**config.mk**
```make
export PLATFORM = sky130hd
export DESIGN_NAME = serdes_receive_loopback_control
export DESIGN_NICKNAME = d
export VERILOG_FILES = /design/src/shared/serdes_rx_pkg.sv /design/src/bit_shifter.sv /design/src/freq_monitor.sv /design/src/serdes_receive_loopback_control.sv
export SDC_FILE = /design/constraint.sdc
export NUM_CORES = 1
export LEC_CHECK = 0
export ABC_AREA = 1
export BUFFER_PORTS_ARGS = -buffer_cell sky130_fd_sc_hd__buf_4
export CAP_MARGIN = 20
export CORE_ASPECT_RATIO = 1.2
export CORE_MARGIN = 1
export CORE_UTILIZATION = 58
export CTS_BUF_LIST = sky130_fd_sc_hd__clkbuf_2
export CTS_CLUSTER_DIAMETER = 60
export DETAILED_ROUTE_END_ITERATION = 10
export PLACE_DENSITY = 0.92
export SLEW_MARGIN = 20
export SYNTH_ARGS = -nofsm -noshare
export SYNTH_HDL_FRONTEND = slang
export SYNTH_SLANG_ARGS = --single-unit
```
**constraint.sdc**
```tcl
create_clock -name clk -period 1.9 [get_ports clk]
set_input_delay 0.285 -clock clk [delete_from_list [all_inputs] [get_ports clk]]
set_output_delay 0.285 -clock clk [all_outputs]
set_load 0.01 [all_outputs]
```
**src/shared/serdes_rx_pkg.sv**
```systemverilog
/*
  Shared constants and carrier types for the receive, loopback and
  transmit-timing control block and its leaf modules.
  Assumes one bit-rate clock domain; all pins are sampled as synchronous.
*/
package serdes_rx_pkg;

  // ----------------------------------------------------------------
  // Clock and word geometry
  // ----------------------------------------------------------------
  localparam int CLK_PERIOD_NS = 50;
  localparam int WORD_BITS = 16;
  // Bits per reference clock period: the reference runs at word rate
  localparam int REF_BITS_PER_PERIOD = 16;
  // Tolerance of the frequency window, in bits per reference period
  localparam int FREQ_TOL_BITS = 1;

  // ----------------------------------------------------------------
  // Reset values
  // ----------------------------------------------------------------
  // Transmit holding logic idles on a 1010 pattern while reset
  localparam logic [WORD_BITS-1:0] TX_IDLE_PATTERN = 16'haaaa;
  localparam logic [WORD_BITS-1:0] RX_WORD_RST = 16'h0000;

  // ----------------------------------------------------------------
  // Types
  // ----------------------------------------------------------------
  typedef struct packed {
    logic retimedLineLoopEn;
    logic equipmentLoopEn;
    logic rawLineLoopEn;
    logic recoveredClockTxEn;
  } mode_cfg_t;

  typedef enum logic [0:0] {
    CDR_TRACK_REF  = 1'b0,
    CDR_TRACK_DATA = 1'b1
  } cdr_state_t;

endpackage : serdes_rx_pkg

```
**src/bit_shifter.sv**
```systemverilog
/*
  Parameterised MSB-first shift register with parallel load.
  Assumes load and shift are qualified strobes of the caller's clock.
*/
`timescale 1ns/1ns
module bit_shifter #(
  parameter int W = 16,
  parameter logic [W-1:0] RST = '0
) (
  input wire logic clk, // Bit-rate clock
  input wire logic rstN, // Asynchronous reset, active low
  input wire logic load, // Parallel load, wins over shift
  input wire logic [W-1:0] loadVal, // Word to load
  input wire logic shift, // Shift one place towards the MSB
  input wire logic inBit, // Bit entering at the LSB
  output logic [W-1:0] q // Register contents
);

  logic [W-1:0] q_ff;
  logic [W-1:0] nxt_q;

  always_comb begin
    nxt_q = q_ff;
    if (load) begin
      nxt_q = loadVal;
    end else if (shift) begin
      nxt_q = {q_ff[W-2:0], inBit};
    end
  end

  always_ff @(posedge clk or negedge rstN) begin
    if (!rstN) begin
      q_ff <= RST;
    end else begin
      q_ff <= nxt_q;
    end
  end

  assign q = q_ff;

endmodule : bit_shifter

```
**src/freq_monitor.sv**
```systemverilog
/*
  Counts incoming bit edges per reference period and judges whether the
  incoming stream lies inside the valid frequency window.
  Assumes refTick marks one reference period and bitTick one incoming bit.
*/
`timescale 1ns/1ns
module freq_monitor #(
  parameter int NOMINAL = 16,
  parameter int TOL = 1
) (
  input wire logic clk, // Bit-rate clock
  input wire logic nrst, // Asynchronous reset, active low
  input wire logic bitTick, // One incoming bit edge
  input wire logic refTick, // One reference period boundary
  output logic inRange // Stream frequency within window
);

  localparam int CW = $clog2(2 * NOMINAL + 2) + 1;
  localparam logic [CW-1:0] MAXC = {CW{1'b1}};
  localparam logic [CW-1:0] LO = CW'(NOMINAL - TOL);
  localparam logic [CW-1:0] HI = CW'(NOMINAL + TOL);

  logic [CW-1:0] cnt_ff;
  logic [CW-1:0] nxt_cnt;
  logic inRange_ff;
  logic nxt_inRange;
  logic [CW-1:0] total;

  always_comb begin
    // Saturate so a runaway stream never wraps back into the window
    total = (cnt_ff == MAXC) ? MAXC : cnt_ff + CW'(bitTick);
    nxt_cnt = total;
    nxt_inRange = inRange_ff;
    if (refTick) begin
      nxt_cnt = '0;
      nxt_inRange = (total >= LO) && (total <= HI);
    end
  end

  always_ff @(posedge clk or negedge nrst) begin
    if (!nrst) begin
      cnt_ff <= '0;
      inRange_ff <= 1'b0;
    end else begin
      cnt_ff <= nxt_cnt;
      inRange_ff <= nxt_inRange;
    end
  end

  assign inRange = inRange_ff;

endmodule : freq_monitor

```
**src/serdes_receive_loopback_control.sv**
```systemverilog
/*
  Receive side control of a 16-bit serial transceiver: line fault flag,
  clock recovery source choice, MSB-first deserializer, loopback and
  loop-timing selection, reset and power-down handling.
  Assumes clk is the bit-rate clock, rxBitStrobe marks a recovered bit
  edge from the analog front end, and all inputs are synchronous to clk.
  // Function
  // RULE1: Fault flag rises at once, clears on reference.
  // RULE2: Out-of-range stream: recovery follows reference clock.
  // RULE3: In-range stream again: recovery follows data.
  // RULE4: Reference at word rate steers recovery.
  // RULE5: Reference within 100 ppm of far end.
  // RULE6: External switch after fault; device reacquires lock.
  // RULE7: First received bit lands in word MSB.
  // RULE8: Retimed line loop sends retimed input out.
  // RULE9: Retimed loop still deserializes and clocks words.
  // RULE10: Equipment loop feeds transmit bits into recovery.
  // RULE11: Equipment loop ignores signal detect.
  // RULE12: Raw line loop passes input unretimed.
  // RULE13: Loop timing clocks transmitter from recovered clock.
  // RULE14: Global reset clears all but transmit holding.
  // RULE15: Phase buffer reset clears transmit holding logic.
  // RULE16: Power down puts block in idle state.
  // RULE17: Controller also asserts resets during power down.
  // RULE18: Raw loop else transmit shifter drives output.
  // RULE19: Otherwise transmit bit clock is reference times sixteen.
  // RULE20: New word and clock edge every sixteen bits.
  // RULE21: Mode inputs are static configuration.
*/
`timescale 1ns/1ns
module serdes_receive_loopback_control import serdes_rx_pkg::*; #(
  parameter int WORD_W = WORD_BITS,
  parameter int FREQ_TOL = FREQ_TOL_BITS
) (
  input wire logic clk, // Bit-rate clock, 20 MHz
  input wire logic nrst, // Global reset, active low
  input wire logic phaseBufferResetN, // Transmit holding reset, active low
  input wire logic powerDownN, // Power down, active low
  input wire logic ce, // Clock enable, freezes all state but the rxWordValid pulse when low
  input wire mode_cfg_t modeCfg, // Loopback and timing modes
  input wire logic referenceClock, // Word-rate reference, sampled
  input wire logic serialIn, // Received serial data
  input wire logic rxBitStrobe, // Recovered bit edge from front end
  input wire logic signalDetectIn, // Optical module signal detect
  input wire logic forceReferenceLock, // Low forces lock to reference
  input wire logic [WORD_W-1:0] txWord, // Next transmit word
  output logic txWordTake, // Pulse: txWord taken this cycle
  output logic serialOut, // Serial line output
  output logic [WORD_W-1:0] rxWord, // Deserialized word
  output logic rxWordClock, // Divided recovered clock
  output logic rxWordValid, // Pulse: new rxWord this cycle
  output logic lineFaultFlag, // Line fault, active high
  output logic trackingData // Recovery follows data
);

  localparam int CNT_W = $clog2(WORD_W);
  localparam logic [CNT_W-1:0] CNT_LAST = CNT_W'(WORD_W - 1);
  localparam logic [CNT_W-1:0] CNT_HALF = CNT_W'(WORD_W / 2 - 1);

  // ----------------------------------------------------------------
  // Strobes and clock selection
  // ----------------------------------------------------------------
  logic runEn;
  logic refEdge;
  logic multStrobe;
  logic rxStrobe;
  logic txStrobe;
  logic monTick;
  logic inRange;
  logic sdEff;
  logic txBit;
  logic rxSrcBit;
  logic [WORD_W-1:0] txShiftQ;
  logic [WORD_W-1:0] rxShiftQ;

  logic refPrev_ff;
  logic nxt_refPrev;
  cdr_state_t cdrState_ff;
  cdr_state_t nxt_cdrState;

  // Power down behaves as a frozen clock: no strobe moves any state
  assign runEn = ce & powerDownN; // RULE16
  assign refEdge = referenceClock & ~refPrev_ff;
  // The multiplied reference yields one transmit bit per clk cycle
  assign multStrobe = runEn; // RULE19

  always_comb begin
    // Equipment loop uses the multiplier so loop timing cannot close a loop
    if (modeCfg.equipmentLoopEn) begin
      rxStrobe = multStrobe; // RULE10
    end else if (cdrState_ff == CDR_TRACK_DATA) begin
      rxStrobe = runEn & rxBitStrobe; // RULE3
    end else begin
      rxStrobe = multStrobe; // RULE2
    end
  end

  assign txStrobe = (modeCfg.recoveredClockTxEn && !modeCfg.equipmentLoopEn) ?
                    rxStrobe : multStrobe; // RULE13 RULE19
  assign monTick = modeCfg.equipmentLoopEn ? multStrobe : (runEn & rxBitStrobe);

  // Reference period judges the recovered frequency
  freq_monitor #(
    .NOMINAL(REF_BITS_PER_PERIOD),
    .TOL(FREQ_TOL)
  ) u_freq_monitor (
    .clk(clk),
    .nrst(nrst),
    .bitTick(monTick),
    .refTick(refEdge & runEn), // RULE4
    .inRange(inRange)
  );

  always_comb begin
    nxt_refPrev = refPrev_ff;
    nxt_cdrState = cdrState_ff;
    if (runEn) begin
      nxt_refPrev = referenceClock;
      // Mode and lock changes simply retarget the loop; data may glitch meanwhile
      if (inRange && forceReferenceLock) begin
        nxt_cdrState = CDR_TRACK_DATA; // RULE3 RULE21
      end else begin
        nxt_cdrState = CDR_TRACK_REF; // RULE2
      end
    end
  end

  always_ff @(posedge clk or negedge nrst) begin
    if (!nrst) begin
      refPrev_ff <= 1'b0;
      cdrState_ff <= CDR_TRACK_REF; // RULE14
    end else begin
      refPrev_ff <= nxt_refPrev;
      cdrState_ff <= nxt_cdrState;
    end
  end

  assign trackingData = (cdrState_ff == CDR_TRACK_DATA);

  // ----------------------------------------------------------------
  // Transmit shifter
  // ----------------------------------------------------------------
  logic [CNT_W-1:0] txCnt_ff;
  logic [CNT_W-1:0] nxt_txCnt;

  always_comb begin
    nxt_txCnt = txCnt_ff;
    if (txStrobe) begin
      nxt_txCnt = txCnt_ff + 1'b1;
    end
  end

  always_ff @(posedge clk or negedge nrst) begin
    if (!nrst) begin
      txCnt_ff <= '0;
    end else begin
      txCnt_ff <= nxt_txCnt;
    end
  end

  assign txWordTake = txStrobe && (txCnt_ff == CNT_LAST);

  // Holding logic answers only to its own reset, not the global one
  bit_shifter #(
    .W(WORD_W),
    .RST(TX_IDLE_PATTERN)
  ) u_tx_shifter (
    .clk(clk),
    .rstN(phaseBufferResetN), // RULE15
    .load(txWordTake),
    .loadVal(txWord),
    .shift(txStrobe),
    .inBit(1'b0),
    .q(txShiftQ)
  );

  assign txBit = txShiftQ[WORD_W-1];

  // ----------------------------------------------------------------
  // Receive path and deserializer
  // ----------------------------------------------------------------
  logic retimedBit_ff;
  logic nxt_retimedBit;
  logic [CNT_W-1:0] rxCnt_ff;
  logic [CNT_W-1:0] nxt_rxCnt;
  logic [WORD_W-1:0] rxWord_ff;
  logic [WORD_W-1:0] nxt_rxWord;
  logic rxWordClock_ff;
  logic nxt_rxWordClock;
  logic rxWordValid_ff;
  logic nxt_rxWordValid;

  assign rxSrcBit = modeCfg.equipmentLoopEn ? txBit : serialIn; // RULE10

  // Deserializer keeps running in every loop mode
  bit_shifter #(
    .W(WORD_W),
    .RST(RX_WORD_RST)
  ) u_rx_shifter (
    .clk(clk),
    .rstN(nrst),
    .load(1'b0),
    .loadVal(RX_WORD_RST),
    .shift(rxStrobe), // RULE9
    .inBit(rxSrcBit),
    .q(rxShiftQ)
  );

  always_comb begin
    nxt_retimedBit = retimedBit_ff;
    nxt_rxCnt = rxCnt_ff;
    nxt_rxWord = rxWord_ff;
    nxt_rxWordClock = rxWordClock_ff;
    nxt_rxWordValid = 1'b0;
    if (rxStrobe) begin
      nxt_retimedBit = rxSrcBit; // RULE8
      nxt_rxCnt = rxCnt_ff + 1'b1;
      if (rxCnt_ff == CNT_LAST) begin
        // Earliest bit has travelled up to the MSB
        nxt_rxWord = {rxShiftQ[WORD_W-2:0], rxSrcBit}; // RULE7
        nxt_rxWordClock = 1'b1; // RULE20
        nxt_rxWordValid = 1'b1;
      end else if (rxCnt_ff == CNT_HALF) begin
        nxt_rxWordClock = 1'b0; // RULE20
      end
    end
  end

  always_ff @(posedge clk or negedge nrst) begin
    if (!nrst) begin
      retimedBit_ff <= 1'b0;
      rxCnt_ff <= '0;
      rxWord_ff <= RX_WORD_RST;
      rxWordClock_ff <= 1'b0;
      rxWordValid_ff <= 1'b0;
    end else begin
      retimedBit_ff <= nxt_retimedBit;
      rxCnt_ff <= nxt_rxCnt;
      rxWord_ff <= nxt_rxWord;
      rxWordClock_ff <= nxt_rxWordClock;
      rxWordValid_ff <= nxt_rxWordValid;
    end
  end

  assign rxWord = rxWord_ff;
  assign rxWordClock = rxWordClock_ff;
  assign rxWordValid = rxWordValid_ff;

  // ----------------------------------------------------------------
  // Serial output selection
  // ----------------------------------------------------------------
  always_comb begin
    if (!powerDownN) begin
      serialOut = 1'b0; // RULE16
    end else if (modeCfg.retimedLineLoopEn) begin
      serialOut = retimedBit_ff; // RULE8
    end else if (modeCfg.rawLineLoopEn) begin
      // Unretimed by intent: input passes straight through
      serialOut = serialIn; // RULE12 RULE18
    end else begin
      serialOut = txBit; // RULE18
    end
  end

  // ----------------------------------------------------------------
  // Line fault flag
  // ----------------------------------------------------------------
  logic faultSync_ff;
  logic nxt_faultSync;

  assign sdEff = modeCfg.equipmentLoopEn | signalDetectIn; // RULE11

  always_comb begin
    nxt_faultSync = faultSync_ff;
    // A low input is captured at once while runEn is high, so its later rise cannot clear the
    // flag before the next reference edge
    if (runEn && (refEdge || !sdEff || !forceReferenceLock)) begin
      nxt_faultSync = !sdEff || !forceReferenceLock || !inRange; // RULE1
    end
  end

  always_ff @(posedge clk or negedge nrst) begin
    if (!nrst) begin
      faultSync_ff <= 1'b1;
    end else begin
      faultSync_ff <= nxt_faultSync;
    end
  end

  // Falling inputs raise the flag without waiting for any clock edge
  assign lineFaultFlag = faultSync_ff | ~sdEff | ~forceReferenceLock; // RULE1

  // ----------------------------------------------------------------
  // Checks
  // ----------------------------------------------------------------
  logic firstBit_ff;

  always_ff @(posedge clk or negedge nrst) begin
    if (!nrst) begin
      firstBit_ff <= 1'b0;
    end else if (rxStrobe && rxCnt_ff == '0) begin
      firstBit_ff <= rxSrcBit;
    end
  end
endmodule : serdes_receive_loopback_control

```
## Word-level counts from Yosys, hierarchy flattened

Index checks and enable logic that the tools add are counted.
Widths: inputs -> output; s select.

| storage, ports and cells | value |
|---|---|
| memories kept | 0 |
| memory bits (read-only) | 0 |
| RAM bits | 0 |
| logic and storage cells | 66 |
| bits in latches | 0 |
| register bits | 69 |
| output and inout bits | 22 |

| cells by class | value |
|---|---|
| $lt $le $gt $ge | 2 |
| reduce and logical (&&, ||, !) cells | 17 |
| eq/ne operators | 4 |
| multiply operators | 0 |
| shifts and indexed selects | 0 |
| divide/modulo/power cells | 0 |
| add/sub/neg operators | 3 |
| bitwise gates (word level) | 10 |
| multiplexer cells | 17 |

Operators by type and width:

| operator | count |
|---|---|
| $mux 16 | 2 |
| $mux 7 | 2 |
| $mux 1 | 13 |
| $add 4x1->4 const B | 2 |
| $eq 4x4->1 const B | 2 |
| $add 7x1->7 | 1 |
| $eq 7x7->1 const B | 1 |
| $ge 7x4->1 const B | 1 |
| $le 7x5->1 const B | 1 |
| $logic_and 1x1->1 | 5 |
| $and 1x1->1 | 4 |
| $eq 4x3->1 const B | 1 |
| $logic_not 1->1 | 4 |
| $logic_or 1x1->1 | 4 |
| $reduce_and 2->1 | 2 |
| $reduce_bool 2->1 | 2 |
| $not 1->1 | 3 |
| $or 1x1->1 | 3 |

## Depth between registers and ports, before layout

Gate-level depths: netlist (run 1).

| logic depth | value |
|---|---|
| depth in word-level cells | 7 |
| depth in mapped cells | 14 |

## Cells and area by module

From an unflattened synthesis (run 1), not the netlist that was laid out.

| unflattened totals | value |
|---|---|
| cell total of the unflattened synthesis | 424 |
| area, all modules | 3,514.6 sq um |

Modules (own cells, without submodules):

| module | cells an instance | area an instance (sq um) | times used | seq. area each (sq um) |
|---|---|---|---|---|
| serdes_receive_loopback_control | 176 | 1,455.1 | 1 | 752.0 |
| bit_shifter (u_tx_shifter) | 88 | 772.0 | 1 | 410.4 |
| bit_shifter (u_rx_shifter) | 88 | 762.0 | 1 | 400.4 |
| freq_monitor | 72 | 525.5 | 1 | 200.2 |

## Least setup slack after synthesis (run 1)

OpenSTA, ideal clock, no wires.

| timing path | value |
|---|---|
| path type | input port to flip-flop |
| start | input port powerDownN |
| end | register u_freq_monitor.inRange_ff, in the netlist u_freq_monitor.inRange |
| library setup time | 0.065 ns |
| setup slack | 0.371 ns |
| stages on the path | 14 |
| data arrival time | 1.464 ns |
| path buffers | 0 |
| path through | nand2_2 > a21oi_1 > ha_1 > ha_1 > inv_1 > nand2_1 > nand2_1 > o21ai_0 > nand2_1 > inv_1 > nand2_1 > nand2_1 > nand2_1 > nand2_1 |

| between the ends | value |
|---|---|
| longest elaborated chain between the ends | 7 |
| elaborated cells between the ends (all ways) | 9 |
| those cells by class | add/sub: 1; order compare: 2; mux: 2; bitwise: 3; reduce/logical: 1 |

Ends and longest elaborated chain:

| item | RTL line | text |
|---|---|---|
| start, declared | serdes_receive_loopback_control.sv:38 | `input wire logic powerDownN,` |
| $and 1x1->1 * | serdes_receive_loopback_control.sv:82 | `assign runEn = ce & powerDownN;` |
| $and 1x1->1 | serdes_receive_loopback_control.sv:100 | `assign monTick = modeCfg.equipmentLoopEn ? multStrobe : (runEn & rxBitStrobe);` |
| $mux 1 | serdes_receive_loopback_control.sv:100 |  |
| $add 7x1->7 | freq_monitor.sv:31 | `total = (cnt_ff == MAXC) ? MAXC : cnt_ff + CW'(bitTick);` |
| $mux 7 | freq_monitor.sv:31 |  |
| $ge 7x4->1 / $le 7x5->1 (equally long branches) | freq_monitor.sv:36 | `nxt_inRange = (total >= LO) && (total <= HI);` |
| $logic_and 1x1->1 | freq_monitor.sv:36 |  |
| end signal, assigned | freq_monitor.sv:46 | `inRange_ff <= nxt_inRange;` |
| end, declared | freq_monitor.sv:25 | `logic inRange_ff;` |

Every way passes the cells marked *; elsewhere a longest branch is shown, timed or not.
A chain may end at the register's enable or synchronous reset.

## Worst setup path after layout (run 1)

| timing path | value |
|---|---|
| start | register u_tx_shifter.q_ff[15], in the netlist u_tx_shifter.q[15] |
| end | output port serialOut |

| between the ends | value |
|---|---|
| longest elaborated chain between the ends | 3 |

Ends and longest elaborated chain:

| item | RTL line | text |
|---|---|---|
| start, declared | bit_shifter.sv:19 | `logic [W-1:0] q_ff;` |
| start signal, assigned | bit_shifter.sv:35 | `q_ff <= nxt_q;` |
| $mux 1 | serdes_receive_loopback_control.sv:257 | `end else if (modeCfg.rawLineLoopEn) begin` |
| $mux 1 | serdes_receive_loopback_control.sv:255 | `end else if (modeCfg.retimedLineLoopEn) begin` |
| $mux 1 | serdes_receive_loopback_control.sv:253 | `if (!powerDownN) begin` |
| end, declared | serdes_receive_loopback_control.sv:48 | `output logic serialOut,` |

Every way passes these cells.

==> summary.md, run 1 <==
| Metric | Value |
|---|---|
| Leakage | 0.00191 uW |
| Die height | 81.7 um |
| RSZ-0062 raised after global routing | no |
| Routed wire length per instance | 13.7 um |
| Final hold violation count | 0 |
| Clock Latency Late Sink | 0.49 ns |
| Fmax | 0.551 GHz |
| Number of antenna violations at the first check in global routing | 0 |
| Outcome | finished, final reports clean |
| Mean Syn Cell Area | 9.13 um^2 |
| Post-Route Setup TNS | 0 ns |
| Synth Cell Area | 0.00307 mm^2 |
| Critical path data required time | 1.62 ns |
| Post-synth EDFFs | 0 |
| Synth-to-layout area growth | 22.1% |
| First-pass GRT wire length | 10.5 mm |
| Setup crit end kind | output port |
| DP HPWL | 4.25 mm |
| Initial Util | 61.2% |
| Cell taking the most area after synthesis | dfrtp_1 |
| Flops & latches, synth | 68 |
| Fill cells | 330 |
| Met3 GRT Util | 4.58% |
| Slew @ Worst Pin | 0.630 ns |
| Bufs on Longest Clock Path | 2 |
| Overall global routing resource usage | 25.7% |
| Die area | 0.00558 mm^2 |
| Hold Crit Class | input port to register |
| Routed Antenna Nets | 0 |
| Core ar. | 0.00501 mm^2 |
| Crit Path Category | register to output port |
| Syn_nets | 370 |
| Die X-Extent | 68.4 um |
| Clock Tree Root | clkbuf_2 |
| Layout cells sized above 1 | 27.5% |
| Synth async-reset ratio | 100% |
| Sequential cell area fraction in the yosys report | 55.9% |
| Critical path startpoint category | register |
| # setup viols final | 0 |
| Residual DRC | 0 |
| Largest net degree at the start of global routing | 53 |
| Reg2reg path depth | 9 |
| Vias per inst | 5.33 |
| CP Cell Sequence | nor2_2 > a21oi_2 > o211ai_1 > inv_1 > buf_4 |
| Max-cap viol count | 0 |
| Drt total wl | 6.50 mm |
| Global routing's busiest layer | met2 |
| Skew final | 0.0326 ns |
| Yosys warnings | 0 |
| Slew Limit Fails | 0 |
| Met2 usage | 44.9% |
| Pre-CTS WS | 0.0851 ns |
| Most frequent cell after synthesis | nand2_1 |
| Synth Flop Type | dfrtp_1 |
| Layout Nets | 443 |
| Placement row count | 28 |
| DR pass1 iterations | 5 |
| Synth top area share | 48.1% |
| Port bufs | 51 |
| Utilization after layout | 74.8% |
| Distinct cells, synth | 29 |
| Slew margin rel. | 58.0% |
| CTS sink count | 68 |
| CTS buffer count | 9 |
| Critical Path Max Stage Delay | 0.60 ns |
| CP max stage cell | dfstp_2 |
| Worst hold stages | 3 |
| Crit-path max FO | 3 |
| Vias in the first global route | 2496 |
| Worst IR Drop VDD | 0.000683 V |
| Period utilisation layout | 95.5% |
| Grt total ovfl | 0 |
| Synthesized instance count | 336 |
| Antenna Cells | 0 |
| GP Congestion | 0.815 |
| Power Density | 1140 mW/mm^2 |
| Worst Slack Setup Final | 0.0856 ns |
| Crit path time final | 1.81 ns |
| GRT met1 Usage | 30.7% |
| Iteration-0 DRC Markers | 167 |
| CTS tree | done |
| Worst EP arrival | 1.53 ns |
| Routed vias | 2528 |
| Post-synth top cells | 109 x nand2_1, 59 x dfrtp_1, 33 x inv_1, 33 x nand3_1, 19 x o21ai_0 |
| Number of top-level pins | 52 |
| Top cells by area, synth | dfrtp_1 48%, nand2_1 13%, dfstp_2 7.7%, nand3_1 5.4%, inv_1 4.0% |
| H-tree depth | 3 |
| Clock-pin slew of the registers on the worst-case setup and hold paths | 0.20 ns |
state kept, by name, indices dropped and copies added (netlist names), 4 cells and up:
signal and flops:
u_freq_monitor.cnt_ff 7, txCnt_ff 4, u_rx_shifter.q 15, rxWord 16, rxCnt_ff 4, u_tx_shifter.q 16
worst max-delay path, delay by kind of cell, from the launching register on:
kind | cells | cell delay, ns
and+or+nand+nor | 1 | 0.05
AOI/OAI and AO/OA | 2 | 0.22
DFF | 1 | 0.60
buffers and inverters | 2 | 0.17
placed cells by master, fill, tap and decap left out:
master         instances
ha_1                   4
a31oi_1                2
dfrtp_1               59
nand2_1              109
buf_4                 60
a22o_1                 1
o221ai_1               1
a21oi_2                1
nor2_8                 2
o21ai_0               19
nor2_4                 2
inv_1                 33
dfstp_2                9
nand2_2                2
inv_2                  2
xor2_1                 3
a21oi_1                4
nand3_2                2
o211ai_1               1
xnor2_1                4
o21ai_2               14
nand2_4                1
nand3_1               31
clkinv_2               3
o21ai_1                1
nor2_1                 9
nand4_1                5
clkbuf_2              13
nor2_2                 2
o21a_1                 1
inv_6                  1
dlygate4sd3_1         13
timing repair:
action | 4_1_cts | 5_1_grt
hold buffers | 13 | 0
endpoints found under the hold margin | 78 | 0
buffers inserted | 2 | 3
setup endpoints to repair | 1 | 2
pin swaps | 1 | 1
cloned | 0 | 0
resized for setup | 2 | 4
path summary, 6_finish.rpt:
check,startpoint,slack (ns),to
worst max register to register,trackingData,0.19,rxWord[8]
max in group asynchronous,nrst,1.12,u_freq_monitor.cnt_ff[3]
worst min register to register,u_tx_shifter.q[14],0.50,u_tx_shifter.q[15]
min in group asynchronous,phaseBufferResetN,0.19,u_tx_shifter.q[8]
worst min-delay path,txWord[9],0.03,u_tx_shifter.q[9]
worst max-delay path,u_tx_shifter.q[15],0.09,serialOut
power breakdown:
part | total, uW | leakage [uW] | switching (uW) | internal, uW
logic | 1300 | 0.000972 | 691 | 613
registers | 2310 | 0.000874 | 337 | 1970
clock network | 670 | 0.0000657 | 481 | 189
total | 4280 | 0.00191 | 1510 | 2770
through the flow:
step	power [uW]	cell area (um^2)	hold WS, ns	std cells
after floorplan	3060	3070	-0.0106	336
after global placement	3490	3480	0.151	440
after detailed placement	3590	3480	0.149	440
after CTS	4280	3710	0.00395	471
after global routing	4590	3740	0.00603	474
final	4280	3740	0.0295	474
layer usage:
| layer | routed length [um] | part of all wire [%] |
|---|---|---|
| met1 | 2720 | 42 |
| met3 | 285 | 4.4 |
| met5 | 0 | 0 |
| met2 | 3380 | 52 |
| met4 | 110 | 1.7 |
area by class of cell:
cell class / instances / area, um^2 / area share, %
Timing Repair Buffer: 73 / 581 / 15.5
Inverter: 36 / 140 / 3.74
Tap cell: 60 / 75.1 / 2.00
Sequential cell: 68 / 1710 / 45.7
Clock inverter: 3 / 15.0 / 0.401
Multi-Input combinational cell: 221 / 1160 / 30.9
Clock buffer: 13 / 65.1 / 1.74
cell families after synthesis:
| kind of cell | count (synthesis) | share of synthesized area [%] |
|---|---|---|
| simple gates | 165 | 24.0 |
| compound gates | 45 | 9.55 |
| xor+xnor | 7 | 2.00 |
| fa+ha+maj | 4 | 1.63 |
| buf+inv | 47 | 6.98 |
| flops | 68 | 55.9 |
Power figures use the tool's default switching activity.
==> inputs of run 2 (changes only) <==
--- a/config.mk
+++ b/config.mk
@@ -8,13 +8,15 @@
 export ABC_AREA = 1
 export BUFFER_PORTS_ARGS = -buffer_cell sky130_fd_sc_hd__buf_4
 export CAP_MARGIN = 20
+export CELL_PAD_IN_SITES_DETAIL_PLACEMENT = 0
+export CELL_PAD_IN_SITES_GLOBAL_PLACEMENT = 2
 export CORE_ASPECT_RATIO = 1.2
 export CORE_MARGIN = 1
-export CORE_UTILIZATION = 58
+export CORE_UTILIZATION = 35
 export CTS_BUF_LIST = sky130_fd_sc_hd__clkbuf_2
 export CTS_CLUSTER_DIAMETER = 60
 export DETAILED_ROUTE_END_ITERATION = 10
-export PLACE_DENSITY = 0.92
+export PLACE_DENSITY = 0.91
 export SLEW_MARGIN = 20
 export SYNTH_ARGS = -nofsm -noshare
 export SYNTH_HDL_FRONTEND = slang
==> summary.md, run 2 (synthesis gave the netlist of run 1 again) <==
| Metric | Value |
|---|---|
| RSZ-0062 raised after global routing | yes |
| # setup viols final | 0 |
| Iteration-0 DRC Markers | 66 |
| Most frequent cells in the layout | 109 x nand2_1, 60 x buf_4, 59 x dfrtp_1, 33 x inv_1, 32 x nand3_1 |
| Period utilisation layout | 95.1% |
| Clock-pin slew of the registers on the worst-case setup and hold paths | 0.17 ns |
| Residual DRC | 0 |
| RR Startpoint | trackingData |
| DR pass1 iterations | 4 |
| Fmax | 0.553 GHz |
| Commonest non-fill, non-tap cell in the layout | nand2_1 |
| Setup crit start | u_tx_shifter.q[15] |
| Routed vias | 2436 |
| Crit-path max FO | 3 |
| Worst IR Drop VDD | 0.000507 V |
| Worst hold margin | 0.0406 ns |
| Grt total ovfl | 0 |
| H-tree depth | 3 |
| Antenna Cells | 0 |
| Slew Limit Fails | 0 |
| Slew @ Worst Pin | 0.656 ns |
| Vias in the first global route | 2323 |
| CTS sink count | 68 |
| Core ar. | 0.00852 mm^2 |
| Initial Util | 36.0% |
| Max-cap viol count | 0 |
| P_int | 2900 uW |
| Sw Ratio | 33.5% |
| Die height | 105 um |
| Largest net degree at the start of global routing | 53 |
| Skew final | 0.0248 ns |
| Bufs on Longest Clock Path | 2 |
| Number of antenna violations at the first check in global routing | 0 |
| Die X-Extent | 87.5 um |
| Clock Latency Late Sink | 0.47 ns |
| CTS tree | done |
| Placed cells | 500 |
| First-pass GRT wire length | 10.5 mm |
| Critical path data required time | 1.62 ns |
| Crit Path Category | register to output port |
| Drt total wl | 6.22 mm |
| Total power | 4360 uW |
| Leakage | 0.00195 uW |
| Outcome | finished, final reports clean |
| Clock power frac | 17.9% |
| Worst Slack Setup Final | 0.0930 ns |
| CP Cell Sequence | nor2_2 > a21oi_1 > o211ai_1 > inv_1 > buf_6 |
| Routed wire length per instance | 11.6 um |
| Overall global routing resource usage | 14.9% |
| Finished Layout Cells | 536 |
| Critical Path Max Stage Delay | 0.60 ns |
| Clock Tree Root | clkbuf_2 |
| DP HPWL | 4.36 mm |
| GP Congestion | 0.828 |
| CP max stage cell | dfstp_2 |
| Worst EP arrival | 1.52 ns |
| Critical path startpoint category | register |
| Layout Nets | 449 |
| Hold Crit Class | input port to register |
| Placement row count | 37 |
| Worst path bufs/invs | 2 |
| Number of top-level pins | 52 |
| Port bufs | 51 |
| CTS buffer count | 9 |
| Crit path time final | 1.81 ns |
| Comb pwr share | 29.5% |
| Flop pwr share | 52.5% |
| Hold path startpoint | referenceClock |
| Pre-CTS WS | 0.116 ns |
| Synth-to-layout area growth | 27.3% |
| CP top delay family | flip-flops |
| Final hold violation count | 0 |
| Power Density | 1120 mW/mm^2 |
| Layout cells sized above 1 | 27.2% |
| Setup crit end kind | output port |
| Routed Antenna Nets | 0 |
| Vias per inst | 4.54 |
| P_sw | 1460 uW |
| Fill cells | 862 |
| Die area | 0.00914 mm^2 |
| Slew margin rel. | 56.3% |
==> run 2: what timing repair did <==
| action | in CTS | in global routing |
|---|---|---|
| cloned | 0 | 0 |
| endpoints found under the setup margin | 1 | 2 |
| setup buffers | 3 | 1 |
| hold buffers | 17 | 0 |
| pin swaps | 2 | 0 |
| hold endpoints to repair | 82 | 0 |
| resized for setup | 1 | 4 |
==> run 2: per-stage QoR <==
stage	util, %	TNS [ns]	cell area (um^2)
2_1_floorplan	-	0	3070
3_3_place_gp	42.1	0	3580
3_5_place_dp	42.1	0	3580
4_1_cts	45.6	0	3880
5_1_grt	45.8	-0.0267	3900
6_report	45.8	0	3900
==> run 2: per-layer routing <==
metal	GRT usage, %	wire length (um)
met1	18.6	2810
met2	23.4	2950
met3	2.92	274
met4	9.13	184
met5	0	0
==> run 2: cell type report <==
cell class,count,area [um^2],share of cell area [%]
clock inverter,5,53.8,1.38
multi-input combinational,221,1150,29.5
clock buffer,10,50.0,1.28
tap,117,146,3.75
sequential,68,1710,43.9
inverter,36,138,3.53
timing repair buffer,79,652,16.7
==> run 2: tightest hold or removal path, cell delays in order <==
cell	delay (ns)
buf_4	0.09
nand2_1	0.04
o21ai_0	0.06
==> run 2: final timing paths <==
kind / to / slack (ns) / depth (start not counted)
min in group asynchronous: u_tx_shifter.q[4] / 0.18 / 2
worst min-delay path: refPrev_ff / 0.04 / 3
worst max-delay path: serialOut / 0.09 / 5
worst min register to register: rxWord[15] / 0.50 / 2
worst max register to register: rxWord[2] / 0.31 / 10
max in group asynchronous: u_freq_monitor.cnt_ff[0] / 1.08 / 2
==> run 2: power groups by stage <==
stage                     logic (uW)  registers (uW)  clock network [uW]
after floorplan                  741            2320                   0
final                           1290            2290                 781
after CTS                       1300            2290                 825
after global routing            1480            2360                 870
after global placement          1240            2310                   0
after detailed placement        1260            2320                   0
